===== config.mk =====
export PLATFORM = sky130hd
export DESIGN_NAME = gpm_ctrl
export DESIGN_NICKNAME = d
export VERILOG_FILES = /design/src/core/gpm_pkg.sv /design/src/core/gpm_ctrl.sv /design/src/core/gpm_wake_cmp.sv /design/src/core/gpm_rst_cnt.sv
export SDC_FILE = /design/constraint.sdc
export NUM_CORES = 1
export LEC_CHECK = 0
export BUFFER_PORTS_ARGS = -buffer_cell sky130_fd_sc_hd__buf_2
export CORE_UTILIZATION = 43
export CTS_BUF_LIST = sky130_fd_sc_hd__clkbuf_4 sky130_fd_sc_hd__clkbuf_8 sky130_fd_sc_hd__clkbuf_16
export CTS_CLUSTER_DIAMETER = 100
export DETAILED_ROUTE_END_ITERATION = 7
export GPL_TIMING_DRIVEN = 0
export HOLD_SLACK_MARGIN = 0.15
export PLACE_DENSITY = 0.73
export SLEW_MARGIN = 0
export SYNTH_ARGS = -nofsm -noshare
export SYNTH_HDL_FRONTEND = slang
export SYNTH_HIERARCHICAL = 1
export SYNTH_SLANG_ARGS = --single-unit

===== constraint.sdc =====
create_clock -name mclk_i -period 6.6 [get_ports mclk_i]
set_input_delay 0.66 -clock mclk_i [delete_from_list [all_inputs] [get_ports mclk_i]]
set_output_delay 0.66 -clock mclk_i [all_outputs]
set_load 0.005 [all_outputs]

===== src/core/gpm_pkg.sv =====
package gpm_pkg;

    // ------------------------------------------------------------------
    // Power states
    // ------------------------------------------------------------------
    typedef enum logic [1:0] {
        PM_NORMAL,
        PM_DOZE,
        PM_DEEP,
        PM_STORE
    } gpm_state_t;

    // ------------------------------------------------------------------
    // Widths and timing
    // ------------------------------------------------------------------
    localparam int unsigned MEAS_W = 16;
    localparam int unsigned WAIT_W = 16;
    localparam int unsigned CNT_W = 8;
    localparam int unsigned RST_TYPES = 4;
    localparam int unsigned RTYPE_W = 2;
    localparam int unsigned CLK_MHZ = 100;
    localparam int unsigned CLK_NS = 10;
    localparam int unsigned STALL_MS = 4;
    localparam int unsigned STALL_CYC = STALL_MS * 1000000 / CLK_NS;
    localparam int unsigned HOLD_S = 3;
    localparam int unsigned HOLD_CYC = HOLD_S * 1000 * 1000000 / CLK_NS;
    localparam int unsigned HOLD_W = 29;
    localparam int unsigned STALL_W = 19;

    // ------------------------------------------------------------------
    // Wake comparator thresholds, in units of 0.1 mV
    // ------------------------------------------------------------------
    localparam logic [1:0] SNS_OFF = 2'h0;
    localparam logic [6:0] WTH_10 = 7'h0a;
    localparam logic [6:0] WTH_22 = 7'h16;
    localparam logic [6:0] WTH_46 = 7'h2e;
    localparam logic [6:0] WTH_98 = 7'h62;

endpackage


===== src/core/gpm_ctrl.sv =====
// Notes on behaviour
// Normal by default; doze on low current.
// Leave doze on high current or wake.
// Nonzero wait: deep-doze when timer expires.
// Zero wait: deep-doze at once if flagged.
// Bus activity ends deep-doze.
// Exit keeps flag only if wait positive.
// Deep-doze may stretch bus up to 4 ms.
// Leave deep-doze on high current or wake.
// Storage needs relaxed voltage and low current.
// Storage entered on low voltage or request.
// Only own-address activity wakes storage.
// Shutdown pin only for low-voltage storage.
// Storage wake clears the storage request.
// Hold old reported values 3 s after storage.
// Host sees exit via voltage or flag.
// Host wakes device before charging.
// Storage unavailable in single-wire mode.
// Software reset counts per reset type.
// Wake comparator fires while dozing.
// Sense code zero disables comparator.
// Each nonzero sense code has two thresholds.
// Flash writes only at or above voltage threshold.
// Requests wait for qualifying conditions.
`timescale 1ns/10ps
`default_nettype none
module gpm_ctrl (
    // Clock and reset.
    input wire logic mclk_i,
    input wire logic rst_b_i,
    // Measurements.
    input wire logic signed [15:0] avg_current_i,
    input wire logic [15:0] voltage_i,
    input wire logic signed [15:0] sense_i,
    input wire logic ocv_valid_i,
    // Configuration.
    input wire logic doze_en_i,
    input wire logic [15:0] doze_current_i,
    input wire logic [15:0] store_current_i,
    input wire logic [15:0] store_voltage_i,
    input wire logic [15:0] flash_ok_voltage_i,
    input wire logic [15:0] deep_wait_i,
    input wire logic sense_select_high_bit_i,
    input wire logic sense_select_low_bit_i,
    input wire logic wake_range_i,
    input wire logic single_wire_i,
    // Host subcommands, one-cycle pulses.
    input wire logic set_deep_doze_subcommand_i,
    input wire logic set_store_req_i,
    input wire logic sw_reset_i,
    input wire logic [1:0] reset_type_i,
    input wire logic [1:0] reset_data_sel_i,
    input wire logic flash_wr_req_i,
    // Bus activity.
    input wire logic bus_activity_i,
    input wire logic bus_own_addr_i,
    input wire logic bus_xfer_i,
    // Status.
    output logic [1:0] state_o,
    output logic deep_doze_flag_o,
    output logic store_req_o,
    output logic shutdown_en_o,
    output logic hold_report_o,
    output logic stretch_o,
    output logic flash_wr_ok_o,
    output logic flash_wr_refused_o,
    output logic wake_irq_o,
    output logic [7:0] reset_data_o
);

    gpm_pkg::gpm_state_t state_q;
    logic [15:0] wait_q;
    logic deep_flag_q;
    logic store_req_q;
    logic low_v_entry_q;
    logic [gpm_pkg::HOLD_W-1:0] hold_q;
    logic [gpm_pkg::STALL_W-1:0] stall_q;
    logic cmp_en;
    logic wake;
    logic [15:0] cur_mag;
    logic doze_ok;
    logic store_ok;
    logic store_low_v;
    logic leave_deep;
    logic leave_store;

    // ------------------------------------------------------------------
    // Submodules
    // ------------------------------------------------------------------
    gpm_wake_cmp u_wake (
        .mclk_i(mclk_i),
        .rst_b_i(rst_b_i),
        .sense_sel_i({sense_select_high_bit_i, sense_select_low_bit_i}),
        .wake_range_i(wake_range_i),
        .dozing_i(state_q == gpm_pkg::PM_DOZE || state_q == gpm_pkg::PM_DEEP),
        .sense_i(sense_i),
        .enabled_o(cmp_en),
        .wake_o(wake)
    );

    gpm_rst_cnt u_rcnt (
        .mclk_i(mclk_i),
        .rst_b_i(rst_b_i),
        .sw_rst_i(sw_reset_i),
        .rst_type_i(reset_type_i),
        .rd_sel_i(reset_data_sel_i),
        .rd_data_o(reset_data_o)
    );

    // ------------------------------------------------------------------
    // Conditions
    // ------------------------------------------------------------------
    assign cur_mag = avg_current_i[15] ? 16'(-avg_current_i)
                                       : 16'(avg_current_i);
    assign doze_ok = doze_en_i && (avg_current_i < $signed(doze_current_i));
    assign store_low_v = voltage_i < store_voltage_i;
    assign store_ok = !single_wire_i && ocv_valid_i
                      && (cur_mag < store_current_i)
                      && (store_low_v || store_req_q);
    assign leave_deep = bus_activity_i
                        || !doze_ok || wake;
    assign leave_store = bus_activity_i && bus_own_addr_i;

    // ------------------------------------------------------------------
    // State machine
    // ------------------------------------------------------------------
    always_ff @(posedge mclk_i or negedge rst_b_i)
    begin
        if (!rst_b_i)
            state_q <= gpm_pkg::PM_NORMAL;
        else
        begin
            case (state_q)
                gpm_pkg::PM_NORMAL:
                    if (store_ok)
                        state_q <= gpm_pkg::PM_STORE;
                    else if (doze_ok)
                        state_q <= gpm_pkg::PM_DOZE;
                gpm_pkg::PM_DOZE:
                    if (!doze_ok || wake)
                        state_q <= gpm_pkg::PM_NORMAL;
                    else if (deep_wait_i == 16'h0 && deep_flag_q)
                        state_q <= gpm_pkg::PM_DEEP;
                    else if (deep_wait_i != 16'h0 && wait_q == 16'h0)
                        state_q <= gpm_pkg::PM_DEEP;
                gpm_pkg::PM_DEEP:
                    if (leave_deep)
                        state_q <= gpm_pkg::PM_NORMAL;
                gpm_pkg::PM_STORE:
                    if (leave_store || single_wire_i)
                        state_q <= gpm_pkg::PM_NORMAL;
                default:
                    state_q <= gpm_pkg::PM_NORMAL;
            endcase
        end
    end

    // Deep-doze wait timer, loaded on doze entry.
    always_ff @(posedge mclk_i or negedge rst_b_i)
    begin
        if (!rst_b_i)
            wait_q <= 16'h0000;
        else if (state_q != gpm_pkg::PM_DOZE)
            wait_q <= deep_wait_i;
        else if (wait_q != 16'h0)
            wait_q <= wait_q - 16'h0001;
    end

    // ------------------------------------------------------------------
    // Host flags
    // ------------------------------------------------------------------
    always_ff @(posedge mclk_i or negedge rst_b_i)
    begin
        if (!rst_b_i)
            deep_flag_q <= 1'b0;
        else if (set_deep_doze_subcommand_i)
            deep_flag_q <= 1'b1;
        else if (state_q == gpm_pkg::PM_DEEP && leave_deep
                 && $signed(deep_wait_i) <= 16'sh0)
            deep_flag_q <= 1'b0;
    end

    always_ff @(posedge mclk_i or negedge rst_b_i)
    begin
        if (!rst_b_i)
            store_req_q <= 1'b0;
        else if (set_store_req_i)
            store_req_q <= 1'b1;
        else if (state_q == gpm_pkg::PM_STORE && leave_store)
            store_req_q <= 1'b0;
    end

    always_ff @(posedge mclk_i or negedge rst_b_i)
    begin
        if (!rst_b_i)
            low_v_entry_q <= 1'b0;
        else if (state_q == gpm_pkg::PM_NORMAL && store_ok)
            low_v_entry_q <= store_low_v;
        else if (state_q != gpm_pkg::PM_STORE)
            low_v_entry_q <= 1'b0;
    end

    // ------------------------------------------------------------------
    // Timers
    // ------------------------------------------------------------------
    always_ff @(posedge mclk_i or negedge rst_b_i)
    begin
        if (!rst_b_i)
            hold_q <= '0;
        else if (state_q == gpm_pkg::PM_STORE && leave_store)
            hold_q <= gpm_pkg::HOLD_W'(gpm_pkg::HOLD_CYC);
        else if (hold_q != '0)
            hold_q <= hold_q - gpm_pkg::HOLD_W'(1);
    end

    always_ff @(posedge mclk_i or negedge rst_b_i)
    begin
        if (!rst_b_i)
            stall_q <= '0;
        else if (state_q == gpm_pkg::PM_DEEP && bus_xfer_i && stall_q == '0)
            stall_q <= gpm_pkg::STALL_W'(gpm_pkg::STALL_CYC);
        else if (stall_q != '0)
            stall_q <= stall_q - gpm_pkg::STALL_W'(1);
    end

    // Flash update gate.
    always_ff @(posedge mclk_i or negedge rst_b_i)
    begin
        if (!rst_b_i)
        begin
            flash_wr_ok_o <= 1'b0;
            flash_wr_refused_o <= 1'b0;
        end
        else
        begin
            flash_wr_ok_o <= flash_wr_req_i
                             && voltage_i >= flash_ok_voltage_i;
            flash_wr_refused_o <= flash_wr_req_i
                                  && voltage_i < flash_ok_voltage_i;
        end
    end

    // ------------------------------------------------------------------
    // Outputs
    // ------------------------------------------------------------------
    assign state_o = state_q;
    assign deep_doze_flag_o = deep_flag_q;
    assign store_req_o = store_req_q;
    assign shutdown_en_o = (state_q == gpm_pkg::PM_STORE) && low_v_entry_q;
    assign hold_report_o = hold_q != '0;
    assign stretch_o = stall_q != '0;
    assign wake_irq_o = wake;
endmodule
`default_nettype wire


===== src/core/gpm_wake_cmp.sv =====
`timescale 1ns/10ps
`default_nettype none
module gpm_wake_cmp (
    // Clock and reset.
    input wire logic mclk_i,
    input wire logic rst_b_i,
    // Configuration.
    input wire logic [1:0] sense_sel_i,
    input wire logic wake_range_i,
    input wire logic dozing_i,
    // Sense voltage, signed, 0.1 mV units.
    input wire logic signed [15:0] sense_i,
    // Result.
    output logic enabled_o,
    output logic wake_o
);

    logic [6:0] thr;
    logic [15:0] mag;

    // ------------------------------------------------------------------
    // Threshold selection
    // ------------------------------------------------------------------
    always_comb
    begin
        case (sense_sel_i)
            2'h1: thr = wake_range_i ? gpm_pkg::WTH_22
                                     : gpm_pkg::WTH_10;
            2'h2: thr = wake_range_i ? gpm_pkg::WTH_46
                                     : gpm_pkg::WTH_22;
            2'h3: thr = wake_range_i ? gpm_pkg::WTH_98
                                     : gpm_pkg::WTH_46;
            default: thr = 7'h7f;
        endcase
    end

    assign enabled_o = (sense_sel_i != gpm_pkg::SNS_OFF);
    assign mag = sense_i[15] ? 16'(-sense_i) : 16'(sense_i);

    // Either direction raises the internal interrupt while dozing.
    always_ff @(posedge mclk_i or negedge rst_b_i)
    begin
        if (!rst_b_i)
            wake_o <= 1'b0;
        else
            wake_o <= enabled_o && dozing_i && (mag > {9'h0, thr});
    end

endmodule
`default_nettype wire


===== src/core/gpm_rst_cnt.sv =====
`timescale 1ns/10ps
`default_nettype none
module gpm_rst_cnt (
    // Clock and reset.
    input wire logic mclk_i,
    input wire logic rst_b_i,
    // Software reset event.
    input wire logic sw_rst_i,
    input wire logic [1:0] rst_type_i,
    // Read port.
    input wire logic [1:0] rd_sel_i,
    output logic [7:0] rd_data_o
);

    logic [7:0] cnt_q [gpm_pkg::RST_TYPES];

    // ------------------------------------------------------------------
    // One saturating counter per reset type
    // ------------------------------------------------------------------
    for (genvar g = 0; g < gpm_pkg::RST_TYPES; g++)
    begin : g_cnt
        always_ff @(posedge mclk_i or negedge rst_b_i)
        begin
            if (!rst_b_i)
                cnt_q[g] <= 8'h00;
            else if (sw_rst_i && rst_type_i == 2'(g) && cnt_q[g] != 8'hff)
                cnt_q[g] <= cnt_q[g] + 8'h01;
        end
    end

    always_ff @(posedge mclk_i or negedge rst_b_i)
    begin
        if (!rst_b_i)
            rd_data_o <= 8'h00;
        else
            rd_data_o <= cnt_q[rd_sel_i];
    end

endmodule
`default_nettype wire


==> results by group, run 1 <==
Synth
  – Area contributors post-synth: dfrtp_1, ha_1, xnor2_1, inv_1, nand2_1
  – Main combinational cell family by area after synthesis: simple AND/OR/NAND/NOR gates
  – Main synth FF type: dfrtp_1
  – Post-synthesis cell count: 916
  – Top cell type by total area after synthesis: dfrtp_1
  – Synth Area in Simple Gates: 22.7%
  – Adder-cell share of the synthesized area: 12.3%
  – EDFF count, synth: 0
  – Synthesized flop and latch total: 112
  – Fraction of registers with async set/reset: 100%
  – Xor/xnor share of the synthesized area: 7.14%
  – Synth top area share: 34.1%
  – Top cells by count, synth: dfrtp_1, inv_1, nand2_1
  – Unique masters post-synth: 76
  – Mux contribution to synthesized area: 4.98%
  – Post-Syn Nets: 1144
  – Synth Area in Compound Gates: 13.7%
  – Mapped Area: 8220 sq um
  – Sequential area share after synthesis: 34.1%
  – Most frequent cell after synthesis: dfrtp_1
  – Ys Warns: 6
  – Avg Inst Size Synth: 8.97 sq um

Power and ir drop
  – Total design power: 0.00239 W
  – P_int: 0.00156 W
  – Switching pwr: 0.000830 W
  – Switching Fraction: 34.7%
  – Combinational share of power: 31.7%
  – Clock network power share: 23.0%
  – P per Cell Area: 248 nW/um^2
  – Share of power burned in registers: 45.3%
  – Maximum VDD drop: 0.114 mV
  – Leak: 4.39 nW

Floorplan
  – Num rows: 50
  – I/O pin count: 165
  – Starting Density: 43.9%
  – Die X: 140 microns
  – DIE AREA: 19700 sq um
  – Core area: 18700 sq um
  – DIE HEIGHT: 140 microns

Timing
  – Max frequency: 0.274 GHz
  – Final setup skew: 0.00676 ns
  – Max_slew headroom: 41.8%
  – RSZ-0062 raised after global routing: no
  – Tmin final: 3.65 ns
  – Final setup fails: 0
  – Slew Viols, Final: 0
  – Crit share post-route: 55.4%
  – Hold Fails Final Rpt: 0
  – Final worst-path setup slack: 2.95 ns
  – Setup TNS Final: 0 ns
  – Worst slew pin tran: 0.873 ns

Global route
  – Vias in the first global route: 6915
  – Largest net degree at the start of global routing: 68
  – GR Overflow Total: 0
  – Grt met2 use: 34.9%
  – Total Routing Usage GR: 20.2%
  – Initial antenna violation count: 1
  – Grt met3 use: 3.73%
  – GR Util met1: 25.3%
  – Most Used Layer, Global Route: met2
  – First-pass GRT wire length: 32300 microns

Detailed routing
  – Detailed Routing Iterations Pass 1: 5
  – Routed len/inst: 14.1 microns
  – Via count: 7178
  – Routed Antenna Nets: 0
  – DR iter-0 viols: 333
  – Routed vias/inst: 5.40
  – Detailed Route WL: 18700 microns
  – # DRC: 0

Clock tree
  – CTS buffer count: 9
  – Worst skew pair latency: 0.35 ns
  – Post-CTS Setup Bufs: 0
  – Clock Tree Root: clkbuf_16
  – Post-cts sizing count: 0
  – Max clock buf depth: 2
  – Clock transition at the registers of the reported paths: 0.07 ns
  – CTS tree: yes
  – CTS sink count: 112
  – H-tree depth: 3
  – Cts hold-fix bufs: 0

Critical path
  – CP Cell Sequence: buf_2, nor4_1, inv_1, nor3_1, nand3_1, o41ai_1, xnor2_1, ha_1, a21oi_1, o21ai_0, a211oi_1, o311ai_0, nor2_1, o31a_1, a2bb2oi_1
  – Worst R2R Path Depth: 9
  – Max stage delay on crit path: 0.36 ns
  – Path type of the worst setup path: in -> reg
  – Worst path slowest cell: o41ai_1
  – CP Max Fanout: 5
  – CP Depth: 15
  – Critical path buffers and inverters: 2
  – Startpoint types: input port
  – Delay-heaviest family, CP: compound AO/OA/AOI/OAI gates
  – CP required: 6.87 ns
  – CP arrival: 3.93 ns
  – Worst setup EP type: flop

Final layout
  – Area Overhead vs Synth: 17.4%
  – Final Util: 51.6%
  – Layout cells sized above 1: 21.0%
  – Finished Cell Area: 9650 sq um
  – Net count reported at finish: 1317
  – Fillers: 1737

Place
  – Final HPWL DP: 15200 microns
  – DP Worst Slack: 2.59 ns
  – Post-placement cell area: 9350 sq um
  – Gpl congestion: 0.909
  – Port bufs: 161

Hold path
  – HP Class: in -> async

Status
  – Outcome: complete, no violations

Job
  – Max cap viols: 0
-- cells by family after synthesis --
logic type,Yosys count
buffers and inverters,108
AO/OA/AOI/OAI,178
multiplexers,29
AND/OR/NAND/NOR,341
flip-flops,112
adder cells (fa/ha/maj),81
XOR/XNOR,67
-- power groups by stage --
stage               sequential [W]  combinational, W  clock, W
floorplan                  0.00104          0.000543         0
global placement           0.00109          0.000734         0
detailed placement         0.00109          0.000762         0
CTS                        0.00108          0.000766  0.000566
global route               0.00112          0.000874  0.000601
finish                     0.00108          0.000758  0.000550
-- per-stage QoR --
| stage | std cells | hold slack, ns |
|---|---|---|
| final | 1329 | 0.398 |
| after global routing | 1328 | 0.490 |
| after CTS | 1327 | 0.446 |
| after detailed placement | 1312 | 0.467 |
| after global placement | 1311 | 0.451 |
| after floorplan | 916 | 0.364 |
-- per-layer routing --
| layer | vias to the layer above | part of all wire [%] |
|---|---|---|
| li1 | 3647 | - |
| met1 | 3342 | 45 |
| met2 | 166 | 48 |
| met3 | 23 | 5.4 |
| met4 | 0 | 1.7 |
| met5 | - | 0 |
-- flip-flops by register name, indices dropped and copies added (netlist names) --
| register | flops |
|---|---|
| store_req_o | 1 |
| stall_q | 19 |
| flash_wr_refused_o | 1 |
| deep_doze_flag_o | 1 |
| hold_q | 29 |
| low_v_entry_q | 1 |
| u_rcnt/rd_data_o | 8 |
| flash_wr_ok_o | 1 |
| state_o | 2 |
| u_rcnt/cnt_q | 32 |
| wait_q | 16 |
| u_wake/wake_o | 1 |
-- worst paths after layout --
check	from	to	slack [ns]
max in group asynchronous	rst_b_i	u_rcnt/cnt_q[31]$_DFFE_PN0P_	5.50
max reg2reg	wait_q[0]$_DFFE_PN0P_	state_o[1]$_DFFE_PN0P_	3.88
min reg2reg	low_v_entry_q$_DFFE_PN0P_	low_v_entry_q$_DFFE_PN0P_	0.48
min	rst_b_i	hold_q[25]$_DFFE_PN0P_	0.40
min in group mclk_i	low_v_entry_q$_DFFE_PN0P_	low_v_entry_q$_DFFE_PN0P_	0.48
max	avg_current_i[3]	state_o[1]$_DFFE_PN0P_	2.95
-- layout make-up --
| class | instances | area (sq um) | area share [%] |
|---|---|---|---|
| antenna | 2 | 5.00 | 0.0519 |
| buffer | 16 | 73.8 | 0.765 |
| clock buffer | 12 | 254 | 2.63 |
| clock inverter | 3 | 42.5 | 0.441 |
| inverter | 92 | 345 | 3.58 |
| multi-input combinational | 696 | 5000 | 51.8 |
| sequential | 112 | 2800 | 29.0 |
| tap | 234 | 293 | 3.03 |
| timing repair buffer | 162 | 836 | 8.66 |
-- cells in the final DEF (no fill, tap or decap), drive strengths merged, types with 13 or more instances in the layout --
| cell | n |
|---|---|
| buf | 168 |
| dfrtp | 112 |
| inv | 92 |
| nand2 | 84 |
| ha | 81 |
| nor2 | 65 |
| a21oi | 60 |
| xnor2 | 51 |
| o21ai | 34 |
| nor3 | 31 |
| nor4 | 25 |
| nand4 | 24 |
| clkbuf | 22 |
| nand3 | 20 |
| xor2 | 16 |
| or3 | 16 |
| a31oi | 14 |
| nand2b | 13 |
Power figures use the tool's default switching activity.
==> inputs of run 2 (changes only) <==
--- a/config.mk
+++ b/config.mk
@@ -5,6 +5,7 @@
 export SDC_FILE = /design/constraint.sdc
 export NUM_CORES = 1
 export LEC_CHECK = 0
+export ABC_AREA = 1
 export BUFFER_PORTS_ARGS = -buffer_cell sky130_fd_sc_hd__buf_2
 export CORE_UTILIZATION = 43
 export CTS_BUF_LIST = sky130_fd_sc_hd__clkbuf_4 sky130_fd_sc_hd__clkbuf_8 sky130_fd_sc_hd__clkbuf_16
@@ -12,7 +13,7 @@
 export DETAILED_ROUTE_END_ITERATION = 7
 export GPL_TIMING_DRIVEN = 0
 export HOLD_SLACK_MARGIN = 0.15
-export PLACE_DENSITY = 0.73
+export PLACE_DENSITY = 0.72
 export SLEW_MARGIN = 0
 export SYNTH_ARGS = -nofsm -noshare
 export SYNTH_HDL_FRONTEND = slang
==> constraint.sdc (replaced) <==
create_clock -name mclk_i -period 3.8 [get_ports mclk_i]
set_input_delay 0.38 -clock mclk_i [delete_from_list [all_inputs] [get_ports mclk_i]]
set_output_delay 0.38 -clock mclk_i [all_outputs]
set_load 0.005 [all_outputs]
==> results by group, run 2 <==
Status
  – Outcome: complete, no violations

Final layout
  – Net count reported at finish: 1693
  – Layout cells sized above 1: 18.2%
  – Largest Register: u_rcnt/cnt_q
  – Commonest cells after routing, fill and taps aside: nand2_1, inv_1, buf_2
  – Non-filler cells, final: 1741
  – Most common cell after layout, fill and taps aside: nand2_1
  – Max reg flops: 32
  – Finished Cell Area: 10600 sq um
  – Area Overhead vs Synth: 16.4%
  – Largest regs: u_rcnt/cnt_q (32), hold_q (29), stall_q (19)

Synth
  – Most frequent cell after synthesis: nand2_1
  – Synth top area share: 30.9%
  – Top cells by count, synth: nand2_1, inv_1, nor2_1
  – Avg Inst Size Synth: 7.05 sq um
  – Main synth FF type: dfrtp_1
  – Post-synthesis cell count: 1289
  – Area contributors post-synth: dfrtp_1, nand2_1, ha_1, inv_1, nor2_1
  – Mapped Area: 9080 sq um
  – Synthesized flop and latch total: 112
  – Ys Warns: 6
  – Post-Syn Nets: 1517
  – Unique masters post-synth: 51
  – Fraction of registers with async set/reset: 100%
  – Top cell type by total area after synthesis: dfrtp_1
  – Sequential area share after synthesis: 30.9%
  – EDFF count, synth: 0

Clock tree
  – Clock Tree Root: clkbuf_16
  – Max clock buf depth: 2
  – Post-CTS Setup Bufs: 0
  – CTS tree: yes
  – H-tree depth: 3
  – Clock transition at the registers of the reported paths: 0.07 ns
  – CTS sink count: 112
  – Cts hold-fix bufs: 1
  – CTS buffer count: 9
  – Post-cts sizing count: 0
  – Worst skew pair latency: 0.36 ns

Timing
  – Max frequency: 0.332 GHz
  – Final worst-path setup slack: 0.784 ns
  – RSZ-0062 raised after global routing: no
  – Final setup fails: 0
  – Slew Viols, Final: 0
  – Crit share post-route: 79.4%
  – Setup TNS Final: 0 ns
  – Max_slew headroom: 62.4%
  – Tmin final: 3.02 ns
  – Final setup skew: 0.00976 ns
  – Hold Fails Final Rpt: 0
  – Worst slew pin tran: 0.565 ns
  – Final hold slack: 0.215 ns

Place
  – Placed insts: 1723
  – Gpl congestion: 0.889
  – Port bufs: 163
  – Final HPWL DP: 17700 microns
  – Post-placement cell area: 10300 sq um
  – DP Worst Slack: 0.444 ns

Detailed routing
  – Met2 WL: 10100 microns
  – Routed wl met3: 1040 microns
  – Routed vias/inst: 4.92
  – Detailed Routing Iterations Pass 1: 5
  – # DRC: 0
  – DR iter-0 viols: 334
  – Routed Antenna Nets: 0
  – Via count: 8559
  – Metal-1 WL: 10100 microns
  – Highest Signal Layer: met4
  – Routed len/inst: 12.4 microns
  – Detailed Route WL: 21600 microns

Floorplan
  – Starting Density: 44.3%
  – I/O pin count: 165
  – DIE HEIGHT: 147 microns
  – Num rows: 52
  – Core area: 20500 sq um
  – Die X: 147 microns
  – DIE AREA: 21700 sq um

Job
  – Max cap viols: 0

Power and ir drop
  – Maximum VDD drop: 0.247 mV
  – P per Cell Area: 400 nW/um^2
  – Leak: 5.64 nW

Global route
  – GR Overflow Total: 0
  – Vias in the first global route: 8062
  – Total Routing Usage GR: 20.4%
  – Largest net degree at the start of global routing: 59
  – First-pass GRT wire length: 36200 microns
  – Initial antenna violation count: 0

Critical path
  – CP Max Fanout: 4
  – CP Capture Point: state_o[0]$_DFFE_PN0P_
  – CP Cell Sequence: buf_2, inv_1, ha_1, inv_1, nor3_1, nand2_1, nor3_1, nand3_1, o21ai_0, xnor2_1, ha_1, nand2_1, or2_2, nand4_1, a21oi_1, nand2_1, nand3_1, nand2_1, inv_1, nand3_1, nand2_1, nand2_1
  – Worst path slowest cell: nor3_1
  – Startpoint types: input port
  – Most frequent CP cell: nand2_1
  – Max stage delay on crit path: 0.29 ns
  – Worst Setup SP: avg_current_i[0]
  – CP arrival: 3.27 ns
  – Path type of the worst setup path: in -> reg
  – Worst setup EP type: flop
  – Capturing point of the worst reg2reg path: wait_q[14]$_DFFE_PN0P_
  – Worst R2R Path Depth: 10
  – RR Startpoint: wait_q[0]$_DFFE_PN0P_
  – CP required: 4.05 ns
  – R2r setup slk: 1.42 ns

Hold path
  – Hold depth: 2
  – HP Class: in -> reg
run 2: cells by family (layout without fill, tap and decap cells):
| kind of cell | Yosys count | count (layout) | synth area share [%] |
|---|---|---|---|
| other | 0 | 2 | 0 |
| AOI/OAI and AO/OA | 187 | 187 | 11.2 |
| DFF | 112 | 112 | 30.9 |
| buffers and inverters | 241 | 421 | 10.2 |
| adders and majority gates | 81 | 81 | 11.2 |
| xor gates and xnor gates | 47 | 47 | 4.53 |
| and+or+nand+nor | 621 | 621 | 32.0 |
run 2: how the worst min path moves through the flow:
stage | start | to | slack, ns
2_1_floorplan | rst_b_i | deep_doze_flag_o$_DFFE_PN0P_ | 0.08
3_3_place_gp | u_rcnt/cnt_q[23]$_DFFE_PN0P_ | u_rcnt/cnt_q[23]$_DFFE_PN0P_ | 0.45
3_5_place_dp | rst_b_i | store_req_o$_DFFE_PN0P_ | 0.38
4_1_cts | set_deep_doze_subcommand_i | deep_doze_flag_o$_DFFE_PN0P_ | 0.21
5_1_grt | set_deep_doze_subcommand_i | deep_doze_flag_o$_DFFE_PN0P_ | 0.22
6_report | set_deep_doze_subcommand_i | deep_doze_flag_o$_DFFE_PN0P_ | 0.21
run 2: per-layer routing:
layer / up-vias / track usage, %
li1: 4501 / -
met1: 3879 / 26.7
met2: 150 / 33.8
met3: 29 / 4.19
met4: 0 / 6.03
met5: - / 0
run 2: where the power goes:
part / switching, W / leakage, nW / total [W] / internal (W)
logic: 0.000872 / 4.14 / 0.00147 / 0.000599
clock network: 0.000451 / 0.146 / 0.000963 / 0.000512
registers: 0.000322 / 1.36 / 0.00180 / 0.00148
run 2: stage by stage:
stage / total power, W / utilization, %
3_3_place_gp: 0.00323 / 50.0
2_1_floorplan: 0.00281 / -
4_1_cts: 0.00426 / 51.6
5_1_grt: 0.00459 / 51.6
6_report: 0.00423 / 51.6
3_5_place_dp: 0.00328 / 50.1
run 2: layout make-up:
| cell class | count | area, sq um |
|---|---|---|
| inverters | 230 | 871 |
| multi-input cells | 936 | 5360 |
| fillers | 2037 | 9920 |
| repair buffers | 165 | 860 |
| clock buffers | 9 | 225 |
| diodes | 2 | 5.00 |
| plain buffers | 11 | 53.8 |
| clock inverters | 6 | 66.3 |
| flip-flops and latches | 112 | 2800 |
| well taps | 270 | 338 |
run 2: critical path, delay by kind of cell:
family                     cells  cell delay [ns]
buffers and inverters          4             0.30
and+or+nand+nor               13             1.47
xor gates and xnor gates       1             0.18
AOI/OAI and AO/OA              2             0.51
adders and majority gates      2             0.42
